===== config.mk =====
export PLATFORM = sky130hd
export DESIGN_NAME = watchdog_interval_timer
export DESIGN_NICKNAME = d
export VERILOG_FILES = /design/src/watchdog_interval_timer.v
export VERILOG_INCLUDE_DIRS = /design/src
export SDC_FILE = /design/constraint.sdc
export NUM_CORES = 1
export LEC_CHECK = 0
export BUFFER_PORTS_ARGS = -buffer_cell sky130_fd_sc_hd__buf_2
export CORE_MARGIN = 4
export CORE_UTILIZATION = 50
export DETAILED_ROUTE_END_ITERATION = 8
export PLACE_DENSITY = 0.7
export SYNTH_ARGS = -nofsm -noshare
export SYNTH_HDL_FRONTEND = slang
export SYNTH_SLANG_ARGS = --single-unit

===== constraint.sdc =====
create_clock -name ref_clk -period 3.6 [get_ports ref_clk]
set_input_delay 0 -clock ref_clk [delete_from_list [all_inputs] [get_ports ref_clk]]
set_output_delay 0 -clock ref_clk [all_outputs]
set_load 0.05 [all_outputs]

===== src/watchdog_interval_timer_defines.vh =====
// Purpose: Shared constants of the watchdog / interval timer.
// Assumes: Byte-wide registers behind a plain strobe port.
// Notes: Indices are the register positions on the plain port.
`ifndef WATCHDOG_INTERVAL_TIMER_DEFINES_VH
`define WATCHDOG_INTERVAL_TIMER_DEFINES_VH

// Read indices
`define IDX_RD_CTRL 2'h0
`define IDX_RD_COUNT 2'h1
`define IDX_RD_RSTCTL 2'h3
// Write indices (control and counter share one)
`define IDX_WR_CTRL_COUNT 2'h0
`define IDX_WR_RSTCTL 2'h2

// Write keys in the upper byte of the word
`define KEY_COUNT 8'h5a
`define KEY_CTRL 8'ha5
`define KEY_RST_FIELDS 8'h5a
`define KEY_WDFLAG_CLEAR 8'ha5

// Control/status field positions
`define CTRL_OVF_BIT 7
`define CTRL_MODE_BIT 6
`define CTRL_EN_BIT 5
`define CTRL_DIV_HI 2
`define CTRL_DIV_LO 0
`define CTRL_RESET 8'h18
`define CTRL_FIXED_ONES 8'h18

// Reset control/status field positions
`define RST_WDFLAG_BIT 7
`define RST_EN_BIT 6
`define RST_TYPE_BIT 5
`define RST_RESET 8'h1f
`define RST_FIXED_ONES 8'h1f

// Counter reset value
`define COUNT_RESET 8'h00
`define COUNT_TOP 8'hff

// Pulse lengths in system clock cycles
`define OVF_PULSE_CYCLES 10'd128
`define INT_RESET_CYCLES 10'd512

`endif


===== src/watchdog_interval_timer.v =====
// Purpose: 8-bit watchdog / interval timer with key-protected writes.
// Assumes: One clock ref_clk, async active-low reset from the external pin.
// Notes: Read data appear the cycle after the read strobe, unmapped reads give 0.
//
// Behaviour
// - Watchdog mode overflow drives overflow_output_n low for 128 cycles.
// - With reset enable, watchdog overflow also raises internal reset for 512 cycles.
// - Reset type select picks power-on or manual internal reset.
// - External reset pin wins over watchdog reset and clears watchdog flag.
// - Watchdog reset leaves pin-function and port registers untouched.
// - Interval mode overflow issues an interval interrupt request.
// - Enable must be cleared before standby; standby is refused otherwise.
// - NMI in standby restarts counting; wrap to zero ends standby.
// - Interval overflow sets interval flag together with the interrupt.
// - Watchdog overflow sets watchdog flag with the overflow output.
// - Counter write beats a simultaneous increment.
// - Without reset enable, overflow only resets counter and control register.
// - Divider select codes give clock/2,64,128,256,512,1024,4096,8192.
// - Word writes carry key 0x5A for counter, 0xA5 for control.
// - Enable at zero holds counter at zero except during NMI wake-up, when it counts; enable at one counts.
//
// Implementation choices: the register addresses and the plain strobed port.
`timescale 1ns/1ps
`include "watchdog_interval_timer_defines.vh"

module watchdog_interval_timer #(
  parameter ADDR_W = 2
) (
  input wire ref_clk,
  input wire rstn,
  input wire [ADDR_W-1:0] regAddr,
  input wire [15:0] regWdata,
  input wire regWr,
  input wire regRd,
  output reg [7:0] regRdata,
  input wire standbyReq,
  input wire nmiPin,
  output wire standbyActive,
  output wire standbyRefused,
  output wire intervalInterrupt,
  output wire overflow_output_n,
  output wire internalReset,
  output wire internalResetPowerOn,
  output wire internalResetManual,
  output wire portInitReq
);

  localparam ST_RUN = 2'd0;
  localparam ST_STANDBY = 2'd1;
  localparam ST_WAKE = 2'd2;

  reg [7:0] countReg_ff;
  reg [7:0] nxt_countReg;
  reg ovf_ff;
  reg nxt_ovf;
  reg mode_ff;
  reg nxt_mode;
  reg enBit_ff;
  reg nxt_enBit;
  reg [2:0] divSel_ff;
  reg [2:0] nxt_divSel;
  reg wdFlag_ff;
  reg nxt_wdFlag;
  reg rstEn_ff;
  reg nxt_rstEn;
  reg rstType_ff;
  reg nxt_rstType;
  reg ovfArmed_ff;
  reg nxt_ovfArmed;
  reg wdFlagArmed_ff;
  reg nxt_wdFlagArmed;
  reg [12:0] presc_ff;
  reg [9:0] ovfPulse_ff;
  reg [9:0] nxt_ovfPulse;
  reg [9:0] rstPulse_ff;
  reg [9:0] nxt_rstPulse;
  reg rstTypePor_ff;
  reg nxt_rstTypePor;
  reg [1:0] state_ff;
  reg [1:0] nxt_state;
  reg refused_ff;
  reg nmiMeta_ff;
  reg nmiSync_ff;
  reg nmiLast_ff;
  reg portInit_ff;

  // Mask of low prescaler bits whose all-ones state marks one tick
  function [12:0] divMask;
    input [2:0] sel;
    begin
      case (sel)
        3'h0: divMask = 13'h0001;
        3'h1: divMask = 13'h003f;
        3'h2: divMask = 13'h007f;
        3'h3: divMask = 13'h00ff;
        3'h4: divMask = 13'h01ff;
        3'h5: divMask = 13'h03ff;
        3'h6: divMask = 13'h0fff;
        default: divMask = 13'h1fff;
      endcase
    end
  endfunction

  wire [12:0] selMask = divMask(divSel_ff);
  wire tick = ((presc_ff & selMask) == selMask);
  wire counting = enBit_ff | (state_ff == ST_WAKE);
  wire wrap = counting && tick && (countReg_ff == `COUNT_TOP);
  wire runWrap = wrap && (state_ff == ST_RUN) && enBit_ff;
  wire wdOverflow = runWrap && mode_ff;
  wire itOverflow = runWrap && !mode_ff;
  wire nmiRise = nmiSync_ff && !nmiLast_ff;

  wire wrCtrlCount = regWr && (regAddr == `IDX_WR_CTRL_COUNT);
  wire wrCount = wrCtrlCount && (regWdata[15:8] == `KEY_COUNT);
  wire wrCtrl = wrCtrlCount && (regWdata[15:8] == `KEY_CTRL);
  wire wrRst = regWr && (regAddr == `IDX_WR_RSTCTL);
  wire wrRstFields = wrRst && (regWdata[15:8] == `KEY_RST_FIELDS);
  wire wrWdFlagClr = wrRst && (regWdata[15:8] == `KEY_WDFLAG_CLEAR) && (regWdata[7:0] == 8'h00);
  wire rdCtrl = regRd && (regAddr == `IDX_RD_CTRL);
  wire rdRst = regRd && (regAddr == `IDX_RD_RSTCTL);

  wire [7:0] ctrlView = {ovf_ff, mode_ff, enBit_ff, 2'b00, divSel_ff} | `CTRL_FIXED_ONES;
  wire [7:0] rstView = {wdFlag_ff, rstEn_ff, rstType_ff, 5'h00} | `RST_FIXED_ONES;

  // Prescaler free-runs; it is held at zero in standby until the NMI wake-up so wake timing is clean
  always @(posedge ref_clk or negedge rstn) begin
    if (!rstn) begin
      presc_ff <= 13'h0000;
    end else if (state_ff == ST_STANDBY) begin
      presc_ff <= 13'h0000;
    end else begin
      presc_ff <= presc_ff + 13'h0001;
    end
  end

  // NMI pin synchroniser; only the second stage feeds the edge detector
  always @(posedge ref_clk or negedge rstn) begin
    if (!rstn) begin
      nmiMeta_ff <= 1'b0;
      nmiSync_ff <= 1'b0;
      nmiLast_ff <= 1'b0;
    end else begin
      nmiMeta_ff <= nmiPin;
      nmiSync_ff <= nmiMeta_ff;
      nmiLast_ff <= nmiSync_ff;
    end
  end

  // Counter and control/status next values
  always @* begin
    nxt_countReg = countReg_ff;
    nxt_ovf = ovf_ff;
    nxt_mode = mode_ff;
    nxt_enBit = enBit_ff;
    nxt_divSel = divSel_ff;
    nxt_ovfArmed = ovfArmed_ff;
    if (counting && tick) begin
      nxt_countReg = countReg_ff + 8'h01;
    end
    if (wrCount) begin
      nxt_countReg = regWdata[7:0];
    end
    if (rdCtrl && ovf_ff) begin
      nxt_ovfArmed = 1'b1;
    end
    if (wrCtrl) begin
      nxt_mode = regWdata[`CTRL_MODE_BIT];
      nxt_enBit = regWdata[`CTRL_EN_BIT];
      nxt_divSel = regWdata[`CTRL_DIV_HI:`CTRL_DIV_LO];
      if (ovfArmed_ff && !regWdata[`CTRL_OVF_BIT]) begin
        nxt_ovf = 1'b0;
        nxt_ovfArmed = 1'b0;
      end
    end
    if (!nxt_enBit && (state_ff == ST_RUN)) begin
      nxt_countReg = `COUNT_RESET;
    end
    if (itOverflow) begin
      nxt_ovf = 1'b1;
    end
    if (wdOverflow) begin
      // Counter and control register return to reset in both reset-enable cases
      nxt_countReg = `COUNT_RESET;
      nxt_ovf = 1'b0;
      nxt_mode = 1'b0;
      nxt_enBit = 1'b0;
      nxt_divSel = 3'h0;
      nxt_ovfArmed = 1'b0;
    end
    if (state_ff == ST_STANDBY) begin
      nxt_countReg = `COUNT_RESET;
    end
  end

  // Reset control/status next values; overflow set wins over a clear
  always @* begin
    nxt_wdFlag = wdFlag_ff;
    nxt_rstEn = rstEn_ff;
    nxt_rstType = rstType_ff;
    nxt_wdFlagArmed = wdFlagArmed_ff;
    if (rdRst && wdFlag_ff) begin
      nxt_wdFlagArmed = 1'b1;
    end
    if (wrRstFields) begin
      nxt_rstEn = regWdata[`RST_EN_BIT];
      nxt_rstType = regWdata[`RST_TYPE_BIT];
    end
    if (wrWdFlagClr && wdFlagArmed_ff) begin
      nxt_wdFlag = 1'b0;
      nxt_wdFlagArmed = 1'b0;
    end
    if (wdOverflow) begin
      nxt_wdFlag = 1'b1;
    end
    if (state_ff == ST_STANDBY) begin
      nxt_wdFlag = 1'b0;
      nxt_rstEn = 1'b0;
      nxt_rstType = 1'b0;
      nxt_wdFlagArmed = 1'b0;
    end
  end

  // Pulse timers for the overflow pin and the internal reset
  always @* begin
    nxt_ovfPulse = ovfPulse_ff;
    nxt_rstPulse = rstPulse_ff;
    nxt_rstTypePor = rstTypePor_ff;
    if (ovfPulse_ff != 10'd0) begin
      nxt_ovfPulse = ovfPulse_ff - 10'd1;
    end
    if (rstPulse_ff != 10'd0) begin
      nxt_rstPulse = rstPulse_ff - 10'd1;
    end
    if (wdOverflow) begin
      nxt_ovfPulse = `OVF_PULSE_CYCLES;
      if (rstEn_ff) begin
        nxt_rstPulse = `INT_RESET_CYCLES;
        nxt_rstTypePor = !rstType_ff;
      end
    end
  end

  // Standby entry, refusal and NMI recovery
  always @* begin
    nxt_state = state_ff;
    case (state_ff)
      ST_RUN: begin
        if (standbyReq && !enBit_ff) begin
          nxt_state = ST_STANDBY;
        end
      end
      ST_STANDBY: begin
        if (nmiRise) begin
          nxt_state = ST_WAKE;
        end
      end
      ST_WAKE: begin
        if (wrap) begin
          nxt_state = ST_RUN;
        end
      end
      default: begin
        nxt_state = ST_RUN;
      end
    endcase
  end

  // External pin reset clears every flag, so it prevails over overflow
  always @(posedge ref_clk or negedge rstn) begin
    if (!rstn) begin
      countReg_ff <= `COUNT_RESET;
      ovf_ff <= 1'b0;
      mode_ff <= 1'b0;
      enBit_ff <= 1'b0;
      divSel_ff <= 3'h0;
      ovfArmed_ff <= 1'b0;
      wdFlag_ff <= 1'b0;
      rstEn_ff <= 1'b0;
      rstType_ff <= 1'b0;
      wdFlagArmed_ff <= 1'b0;
      ovfPulse_ff <= 10'd0;
      rstPulse_ff <= 10'd0;
      rstTypePor_ff <= 1'b0;
      state_ff <= ST_RUN;
      refused_ff <= 1'b0;
    end else begin
      countReg_ff <= nxt_countReg;
      ovf_ff <= nxt_ovf;
      mode_ff <= nxt_mode;
      enBit_ff <= nxt_enBit;
      divSel_ff <= nxt_divSel;
      ovfArmed_ff <= nxt_ovfArmed;
      wdFlag_ff <= nxt_wdFlag;
      rstEn_ff <= nxt_rstEn;
      rstType_ff <= nxt_rstType;
      wdFlagArmed_ff <= nxt_wdFlagArmed;
      ovfPulse_ff <= nxt_ovfPulse;
      rstPulse_ff <= nxt_rstPulse;
      rstTypePor_ff <= nxt_rstTypePor;
      state_ff <= nxt_state;
      refused_ff <= standbyReq && enBit_ff && (state_ff == ST_RUN);
    end
  end

  // Port init request follows only the external pin, never the watchdog reset
  always @(posedge ref_clk or negedge rstn) begin
    if (!rstn) begin
      portInit_ff <= 1'b1;
    end else begin
      portInit_ff <= 1'b0;
    end
  end

  // Read data one cycle after the strobe
  always @(posedge ref_clk or negedge rstn) begin
    if (!rstn) begin
      regRdata <= 8'h00;
    end else if (regRd) begin
      if (regAddr == `IDX_RD_CTRL) begin
        regRdata <= ctrlView;
      end else if (regAddr == `IDX_RD_COUNT) begin
        regRdata <= countReg_ff;
      end else if (regAddr == `IDX_RD_RSTCTL) begin
        regRdata <= rstView;
      end else begin
        regRdata <= 8'h00;
      end
    end else begin
      regRdata <= 8'h00;
    end
  end

  assign intervalInterrupt = ovf_ff;
  assign overflow_output_n = (ovfPulse_ff == 10'd0);
  assign internalReset = (rstPulse_ff != 10'd0);
  assign internalResetPowerOn = internalReset && rstTypePor_ff;
  assign internalResetManual = internalReset && !rstTypePor_ff;
  assign standbyActive = (state_ff != ST_RUN);
  assign standbyRefused = refused_ff;
  assign portInitReq = portInit_ff;

endmodule


==> run metrics, run 1 <==
status=finished clean; row count=30; Ports=40; vias=2747; Final setup viols=0; FFs w/ async S/R, synth=100.0%; First-pass DRT Iterations=4; ratio of cells with drive above 1 in the final layout=18.40%; worst setup path endpoint=internalReset; mapped cell area=3523 um^2; synthesized area per cell=10.01 um^2; P&R area growth vs syn=16.23%; initial antenna violation count=0; largest net degree at the start of global routing=44; CP Class=reg2out; Worst Tran Pin Value=946.4 ps; critical path required time=3600 ps; Slew headroom=36.90%; Die W=91.95 um; Post-synth top flop=dfrtp_1; CTS tree=yes; Worst-path clk slew=70 ps; r2r startpoint=rstPulse_ff[0]; Worst Skew=8.139 ps; sequential share of the synthesized area=48.33%; CP peak stage delay=440 ps; Final Instance Area=4095 um^2; routability cong.=0.8128; hold crit path type=in2reg; path depth of the worst reg2reg path=9; Ant. Diodes=0; RSZ-0062 raised after global routing=false; CP cell instances=inv_1 -> ha_1 -> nor4b_1 -> nand2_1 -> nor2_1 -> inv_1 -> buf_2; Fmax=401.0 MHz; Slew Viols, Final=0; GRT overflow=0; CTS H-tree depth=3; Starting DRT DRC Count=186; Crit-path slowest cell=nor4b_1; Final period util=69.28%; Max Cap Viol=0; DRC viols=0; Reg2Reg Setup Slack=1250 ps; die height=91.95 um; Synth cell types=64; Worst setup EP type=output port; worst hold stages=3; final cell count without fillers=509; synth warn=0; Crit Reg-Reg Endpoint=rstPulse_ff[2]; Lkg Pwr=1.973 nW; Total Routed Length=7792 um; peak supply drop=0.0003522 V; post-layout minimum cycle time=2494 ps; Worst setup SP type=register; core area=6832 um^2; Resize count post-CTS=0; Mapped Cells=352; Post-synth EDFFs=0; Routed Antenna Nets=0; placed insts=481; synthesis-stage register bit count=68; Starting Density=51.58%; Cell Area, Placed=3814 um^2; wire per inst=15.31 um; IO Port Bufs=39; root buffer cell=clkbuf_8; vias in the first global route=2784; via/cell ratio=5.397; Cell Pwr Density=433.1 nW/um^2; crit path DAT=2490 ps; Die Area=8454 um^2; CTS Buf Count=9; CTS Buffer Depth=2; Total GRT Usage=20.49%; Filler Cell Count=602; Post-layout nets=436; first-pass GRT wire length=13730 um; crit path from=rstPulse_ff[0]; syn_nets=380; final setup TNS=0 ps; cell mode on critical path=inv_1; worst skew pair latency=350 ps; CP max FO=8; Final Power=1.773 mW; final hold violation count=0; Post-DP HPWL=5490 um; Sink Count=68
[cell type report]
type	count	area (um^2)	area share [%]
sequential	68	1703	41.58
tap	96	120.1	2.933
multi-input combinational	265	1739	42.47
clock inverter	5	30.03	0.7333
inverter	11	41.29	1.008
timing repair buffer	53	330.3	8.066
clock buffer	11	131.4	3.208
[worst min path at each step]
stage	startpoint	end	slack [ps]
finish	regAddr[0]	regRdata[1]	110
global route	regWr	countReg_ff[4]	150
CTS	regAddr[0]	regRdata[1]	100
detailed placement	nmiPin	nmiMeta_ff	110
global placement	nmiPin	nmiMeta_ff	110
floorplan	rstn	countReg_ff[0]	-300
[cells in the final DEF, fill, tap and decap left out, types with 2 or more instances in the layout]
master         instances
nor4_1                 5
nand2b_1               9
buf_2                 39
a211oi_1               6
nor4b_1                4
or3_1                  5
a21oi_1                8
xor2_1                13
or2_2                  2
xnor2_1               11
clkinv_2               3
and3_1                 4
ha_1                   4
mux2i_1               14
a31oi_1                3
nand3_1               17
nand2_1               21
and2_1                 5
clkinvlp_4             2
inv_1                 11
nor3_1                11
nor4_4                 2
nand4bb_1              2
nor2b_1                3
a21boi_0               3
clkbuf_8               9
buf_4                  2
o21ai_0               12
nand3_2                2
clkbuf_1               2
dlygate4sd3_1         12
nand4_1                6
dfrtp_1               67
and4bb_2               2
nor2_1                60
[cells in the mapped netlist (8+ instances only)]
| cell type | number | area [um^2] |
|---|---|---|
| a21oi_1 | 8 | 40.04 |
| nand3_1 | 17 | 85.08 |
| nor3_1 | 11 | 55.05 |
| xnor2_1 | 11 | 96.34 |
| inv_1 | 11 | 41.29 |
| nor2_1 | 60 | 225.2 |
| nand2b_1 | 9 | 56.30 |
| dfrtp_1 | 67 | 1677 |
| nand2_1 | 21 | 78.83 |
| mux2i_1 | 14 | 140.1 |
| xor2_1 | 13 | 113.9 |
| o21ai_0 | 12 | 60.06 |
[registers in the layout (all words and copies together) (netlist names)]
signal	cells
countReg_ff	8
divSel_ff	3
enBit_ff	1
intervalInterrupt	1
mode_ff	1
nmiLast_ff	1
nmiMeta_ff	1
nmiSync_ff	1
ovfArmed_ff	1
ovfPulse_ff	10
portInitReq	1
presc_ff	13
regRdata	8
rstEn_ff	1
rstPulse_ff	10
rstTypePor_ff	1
rstType_ff	1
standbyRefused	1
state_ff	2
wdFlagArmed_ff	1
wdFlag_ff	1
[logic make-up after synthesis]
logic type	synth area share (%)
buffers and inverters	2.308
AO/OA/AOI/OAI	10.48
XOR/XNOR	5.966
flip-flops	48.33
other	0.1064
multiplexers	3.977
adder cells (fa/ha/maj)	1.421
AND/OR/NAND/NOR	27.41
[through the flow]
stage | worst slack (ps) | util (%) | hold slack (ps)
2_1_floorplan | 1191 | - | -295.6
3_3_place_gp | 1325 | 55.82 | 109.5
3_5_place_dp | 1268 | 55.82 | 110.1
4_1_cts | 1107 | 59.95 | 95.99
5_1_grt | 906.2 | 59.95 | 152.0
6_report | 1106 | 59.95 | 110.5
[layer usage]
metal | GRT usage [%] | vias up | wire, um
met2 | 30.90 | 53 | 3680
met4 | 5.817 | 0 | 69
met3 | 5.906 | 6 | 396
met1 | 28.85 | 1326 | 3645
li1 | - | 1362 | -
met5 | 0 | - | 0
[repair_timing]
| item | in CTS | in global routing |
|---|---|---|
| hold buffers | 12 | 0 |
| buffers inserted | 0 | 0 |
| endpoints found under the hold margin | 63 | 0 |
[report_power, final]
part	total [mW]	switching (mW)	internal, mW
clock network	0.532	0.286	0.246
logic	0.364	0.238	0.126
registers	0.877	0.0662	0.811
total	1.77	0.591	1.18
[critical path, delay by kind of cell, from the launching register on]
kind                     cells  cell delay (ps)
AND/OR/NAND/NOR              3              980
adder cells (fa/ha/maj)      1              200
flip-flops                   1              400
buffers and inverters        3              560
Power figures use the tool's default switching activity.
==> run 2, diff against run 1 <==
--- a/config.mk
+++ b/config.mk
@@ -10,7 +10,7 @@
 export CORE_MARGIN = 4
 export CORE_UTILIZATION = 50
 export DETAILED_ROUTE_END_ITERATION = 8
-export PLACE_DENSITY = 0.7
+export PLACE_DENSITY = 0.73
 export SYNTH_ARGS = -nofsm -noshare
 export SYNTH_HDL_FRONTEND = slang
 export SYNTH_SLANG_ARGS = --single-unit
==> constraint.sdc (replaced) <==
create_clock -name ref_clk -period 2.1 [get_ports ref_clk]
set_input_delay 0 -clock ref_clk [delete_from_list [all_inputs] [get_ports ref_clk]]
set_output_delay 0 -clock ref_clk [all_outputs]
set_load 0.05 [all_outputs]
==> run 2 against run 1 <==
Net effect: utilization grew 3.6 points; critical path depth did not move; global-route usage shrank 0.37 points; hold slack better by 46 ps; first-iteration DRC count shrank 13%; critical endpoint is now countReg_ff[3]; largest power group unchanged.
==> run metrics, run 2 (synthesis gave the netlist of run 1 again) <==
status=finished clean; most common cell after layout, fill and taps aside=dfrtp_1; routability cong.=0.8938 (+10%); HP Start=regWr; CTS H-tree depth=3 (unchanged); peak supply drop=0.0007727 V (+120%); die height=91.95 um (unchanged); Final Util=63.57% (+3.6 points); Reg2Reg Setup Slack=120 ps (-1130 ps); r2r startpoint=presc_ff[12]; vias in the first global route=2796 (+0.43%); CTS Buf Count=9 (unchanged); via/cell ratio=5.468 (+1.3%); placed insts=498 (+3.5%); CTS tree=yes; CTS Buffer Depth=2 (unchanged); Worst setup EP type=register; Crit Reg-Reg Endpoint=countReg_ff[3]; largest net degree at the start of global routing=46 (+4.5%); final hold violation count=0 (unchanged); Starting Density=51.58% (unchanged); Flop pwr share=44.2% (-5.2 points); row count=30 (unchanged); Slew Viols, Final=0 (unchanged); RSZ-0062 raised after global routing=false; final setup TNS=0 ps (unchanged); Filler Cell Count=565 (-6.1%); Ant. Diodes=0 (unchanged); first-pass GRT wire length=13560 um (-1.3%); Final Instance Area=4343 um^2 (+6.0%); Total GRT Usage=20.12% (-0.37 points); Final setup viols=0 (unchanged); Top reg by flops=presc_ff; ratio of cells with drive above 1 in the final layout=23.15% (+4.7 points); Worst Tran Pin Value=591.6 ps (-354.8 ps); First-pass DRT Iterations=4 (unchanged); Internal=2.307 mW (+95%); root buffer cell=clkbuf_8; Sink Count=68 (unchanged); Starting DRT DRC Count=162 (-13%); Lkg Pwr=2.119 nW (+7.4%); Worst-path clk slew=80 ps (about the same); Post-layout nets=455 (+4.4%); hold crit path type=in2reg; Gate power share=23.0% (+2.5 points); post-layout minimum cycle time=1976 ps; P_sw=1.040 mW (+76%); crit path DAT=2190 ps (-300 ps); Ports=40 (unchanged); final cell count without fillers=528 (+3.7%); clock share of power=32.8% (+2.8 points); switching portion of total power=31.08% (-2.2 points); max reg flops=13 (unchanged); Die Area=8454 um^2 (unchanged); top flop regs=presc_ff x13, ovfPulse_ff x10, rstPulse_ff x10; Fmax=506.0 MHz; IO Port Bufs=39 (unchanged); Total Routed Length=7873 um (+1.0%); worst hold stages=4 (+1); commonest cells after routing, fill and taps aside=dfrtp_1, nor2_1, buf_2; Cell Area, Placed=3966 um^2 (+4.0%); wire per inst=14.91 um (-2.6%); DRC viols=0 (unchanged); Cell Pwr Density=770.6 nW/um^2 (+78%); Final period util=94.10%; CP max FO=5 (-3); P&R area growth vs syn=23.26%; Worst Skew=9.128 ps (+0.9889 ps); path depth of the worst reg2reg path=7 (-2); Slew headroom=60.56% (+24 points); Worst setup SP type=register; Post-DP HPWL=5670 um (+3.3%); initial antenna violation count=0 (unchanged); Routed Antenna Nets=0 (unchanged); GRT overflow=0 (unchanged); Hold Path End=rstType_ff; worst skew pair latency=330 ps (-20 ps); Max Cap Viol=0 (unchanged); critical path required time=2320 ps (-1280 ps); core area=6832 um^2 (unchanged); Die W=91.95 um (unchanged); vias=2887 (+5.1%); CP Class=reg2reg
==> run 2: how the worst max path moves through the flow <==
stage / start / to / slack (ps) / depth (start not counted)
after floorplan: ovfPulse_ff[4] / ovfPulse_ff[6] / -270 / 6
after global routing: ovfPulse_ff[4] / overflow_output_n / 0.8 / 4
after CTS: rstPulse_ff[0] / internalResetManual / 3 / 8
final: presc_ff[12] / countReg_ff[3] / 120 / 7
after detailed placement: state_ff[1] / countReg_ff[1] / 70 / 6
after global placement: state_ff[0] / countReg_ff[1] / 100 / 6
==> run 2: worst max-delay path: stages, from the launching register on <==
cell	delay [ps]
dfrtp_1	400
nand2b_1	150
a211oi_1	380
a211oi_4	100
buf_4	180
a22o_1	260
a221oi_1	330
nor3_1	70
==> run 2: area by class of cell <==
class | count | area (um^2) | area share [%]
multi-input combinational | 265 | 1763 | 40.59
sequential | 68 | 1703 | 39.21
timing repair buffer | 72 | 513.0 | 11.81
clock buffer | 12 | 155.1 | 3.572
tap | 96 | 120.1 | 2.766
clock inverter | 4 | 47.55 | 1.095
inverter | 11 | 41.29 | 0.9507
==> run 2: stage by stage <==
step	total power, mW	hold slack, ps	setup slack [ps]
5_1_grt	3.521	172.6	0.7774
3_5_place_dp	2.203	37.40	67.22
6_report	3.347	157.0	123.8
3_3_place_gp	2.189	29.99	104.5
4_1_cts	3.325	144.3	3.424
2_1_floorplan	1.916	-295.6	-266.4
==> run 2: timing repair <==
item,4_1_cts,5_1_grt
buffers inserted,0,2
resized for setup,0,5
hold buffers,12,0
endpoints found under the hold margin,45,0
setup endpoints to repair,0,18
==> run 2: layer usage <==
layer	vias up	GRT usage (%)	part of all wire [%]
li1	1400	-	-
met1	1414	28.98	47
met5	-	0	0
met2	64	30.29	47
met3	9	4.266	4.2
met4	0	6.683	1.3
==> run 2: power groups by stage <==
stage / Clock, mW / Sequential, mW / Combinational (mW)
after floorplan: 0 / 1.52 / 0.392
after global placement: 0 / 1.50 / 0.691
after detailed placement: 0 / 1.50 / 0.703
after CTS: 1.13 / 1.47 / 0.726
after global routing: 1.19 / 1.49 / 0.843
final: 1.10 / 1.48 / 0.770
==> run 3, diff against run 2 <==
--- a/config.mk
+++ b/config.mk
@@ -9,6 +9,7 @@
 export BUFFER_PORTS_ARGS = -buffer_cell sky130_fd_sc_hd__buf_2
 export CORE_MARGIN = 4
 export CORE_UTILIZATION = 50
+export CTS_BUF_LIST = sky130_fd_sc_hd__clkbuf_8
 export DETAILED_ROUTE_END_ITERATION = 8
 export PLACE_DENSITY = 0.73
 export SYNTH_ARGS = -nofsm -noshare
==> run 3 against run 2 <==
Net effect: register-to-register slack barely moved; combinational power grew 0.5%; global-route usage unchanged; first-iteration DRC count fell by 0.62%; sequential cell count is the same; via count shrank 0.38%; non-clock buffer count unchanged; hold slack worse by 0.92 ps; die area unchanged; clock skew is 0.54 ps lower; clock-buffer cell count down 1; wire length barely moved; critical endpoint unchanged; largest cell class unchanged; highest routed layer unchanged.
==> run metrics, run 3 (synthesis gave the netlist of run 1 again) <==
Post-DP HPWL=5670 um (unchanged); Cell Pwr Density=769.8 nW/um^2 (-0.11%); Final setup viols=0 (unchanged); Worst-path clk slew=70 ps (about the same); DRC viols=0 (unchanged); Multi-input gate area=1763 um^2 (unchanged); crit path DAT=2200 ps (about the same); vias in the first global route=2796 (unchanged); root buffer cell=clkbuf_8; IO Port Bufs=39 (unchanged); Sink Count=68 (unchanged); top flop regs=presc_ff x13, ovfPulse_ff x10, rstPulse_ff x10; Fmax=504.0 MHz (-0.41%); hold crit path type=in2reg; Final Power=3.343 mW (-0.11%); commonest cells after routing, fill and taps aside=dfrtp_1, nor2_1, buf_2; Final Util=63.57% (unchanged); Worst Skew=8.584 ps (-0.5439 ps); worst skew pair latency=330 ps (about the same); Slew headroom=60.66% (+0.10 points); final hold violation count=0 (unchanged); final cell count without fillers=528 (unchanged); Total Routed Length=7878 um (about the same); RSZ-0062 raised after global routing=false; critical path required time=2310 ps (about the same); routability cong.=0.8938 (unchanged); die height=91.95 um (unchanged); first-pass GRT wire length=13560 um (unchanged); CTS Buffer Depth=2 (unchanged); Register Area=1703 um^2 (unchanged); ratio of cells with drive above 1 in the final layout=23.15% (unchanged); via/cell ratio=5.447 (-0.38%); core area=6832 um^2 (unchanged); CTS H-tree depth=3 (unchanged); CP max FO=5 (unchanged); Lkg Pwr=2.124 nW (+0.20%); Final period util=94.49% (+0.39 points); Post-layout nets=455 (unchanged); First-pass DRT Iterations=4 (unchanged); row count=30 (unchanged); P&R area growth vs syn=23.26% (unchanged); Die Area=8454 um^2 (unchanged); peak supply drop=0.0007743 V (+0.21%); Worst setup EP type=register; Filler Cell Count=565 (unchanged); CTS tree=yes; vias=2876 (-0.38%); GRT overflow=0 (unchanged); wire per inst=14.92 um (about the same); Worst Tran Pin Value=590.1 ps (-1.540 ps); CP Class=reg2reg; max reg flops=13 (unchanged); Worst setup SP type=register; Starting DRT DRC Count=161 (-0.62%); Max Cap Viol=0 (unchanged); Top reg by flops=presc_ff; placed insts=498 (unchanged); initial antenna violation count=0 (unchanged); Ports=40 (unchanged); Ant. Diodes=0 (unchanged); status=finished clean; largest net degree at the start of global routing=46 (unchanged); most common cell after layout, fill and taps aside=dfrtp_1; Die W=91.95 um (unchanged); Total GRT Usage=20.12% (unchanged); Routed Antenna Nets=0 (unchanged); CTS Buf Count=9 (unchanged); Slew Viols, Final=0 (unchanged); Starting Density=51.58% (unchanged); post-layout minimum cycle time=1984 ps (+8.129 ps)
-- run 3: repair_timing --
action	CTS	global route
hold endpoints to repair	45	0
setup buffers	0	2
resized for setup	0	5
endpoints found under the setup margin	0	18
hold buffers	12	0
-- run 3: path summary, 6_finish.rpt --
kind                              startpoint        endpoint  slack (ps)  depth (start not counted)
worst max-delay path            presc_ff[12]  countReg_ff[3]         120                          7
worst min-delay path              regAddr[1]     regRdata[0]         160                          3
worst max register to register  presc_ff[12]  countReg_ff[3]         120                          7
worst min register to register    nmiMeta_ff      nmiSync_ff         350                          0
max in group asynchronous               rstn     presc_ff[6]        1260                          3
min in group asynchronous               rstn  ovfPulse_ff[8]         200                          2
-- run 3: layout make-up --
class	count	area share [%]
clock buffers	11	3.486
clock inverters	5	1.181
inverters	11	0.9507
multi-input cells	265	40.59
flip-flops and latches	68	39.21
well taps	96	2.766
repair buffers	72	11.81
-- run 3: report_power, final --
group | total (mW) | switching (mW) | leakage (nW) | internal, mW
clock network | 1.09 | 0.486 | 0.107 | 0.605
logic | 0.774 | 0.466 | 1.09 | 0.307
registers | 1.48 | 0.0888 | 0.928 | 1.39
-- run 3: per-layer routing --
layer  wire (um)  vias up  global-route usage, %
met4          95        0                  6.683
li1            -     1402                      -
met5           0        -                      0
met2        3715       62                  30.29
met1        3747     1400                  28.98
met3         319       12                  4.266
-- run 3: through the flow --
stage / hold slack [ps] / TNS, ps / worst slack (ps) / area [um^2]
3_5_place_dp: 37.40 / 0 / 67.22 / 3966
6_report: 156.0 / 0 / 115.7 / 4343
3_3_place_gp: 29.99 / 0 / 104.5 / 3966
5_1_grt: 172.6 / 0 / 0.1856 / 4343
4_1_cts: 144.3 / 0 / 2.873 / 4289
2_1_floorplan: -295.6 / -789.9 / -266.4 / 3523
-- run 3: worst max-delay path: stages (launching register included) --
cell and delay, ps:
dfrtp_1 400, nand2b_1 150, a211oi_1 380, a211oi_4 100, buf_4 180, a22o_1 260
a221oi_1 330, nor3_1 70
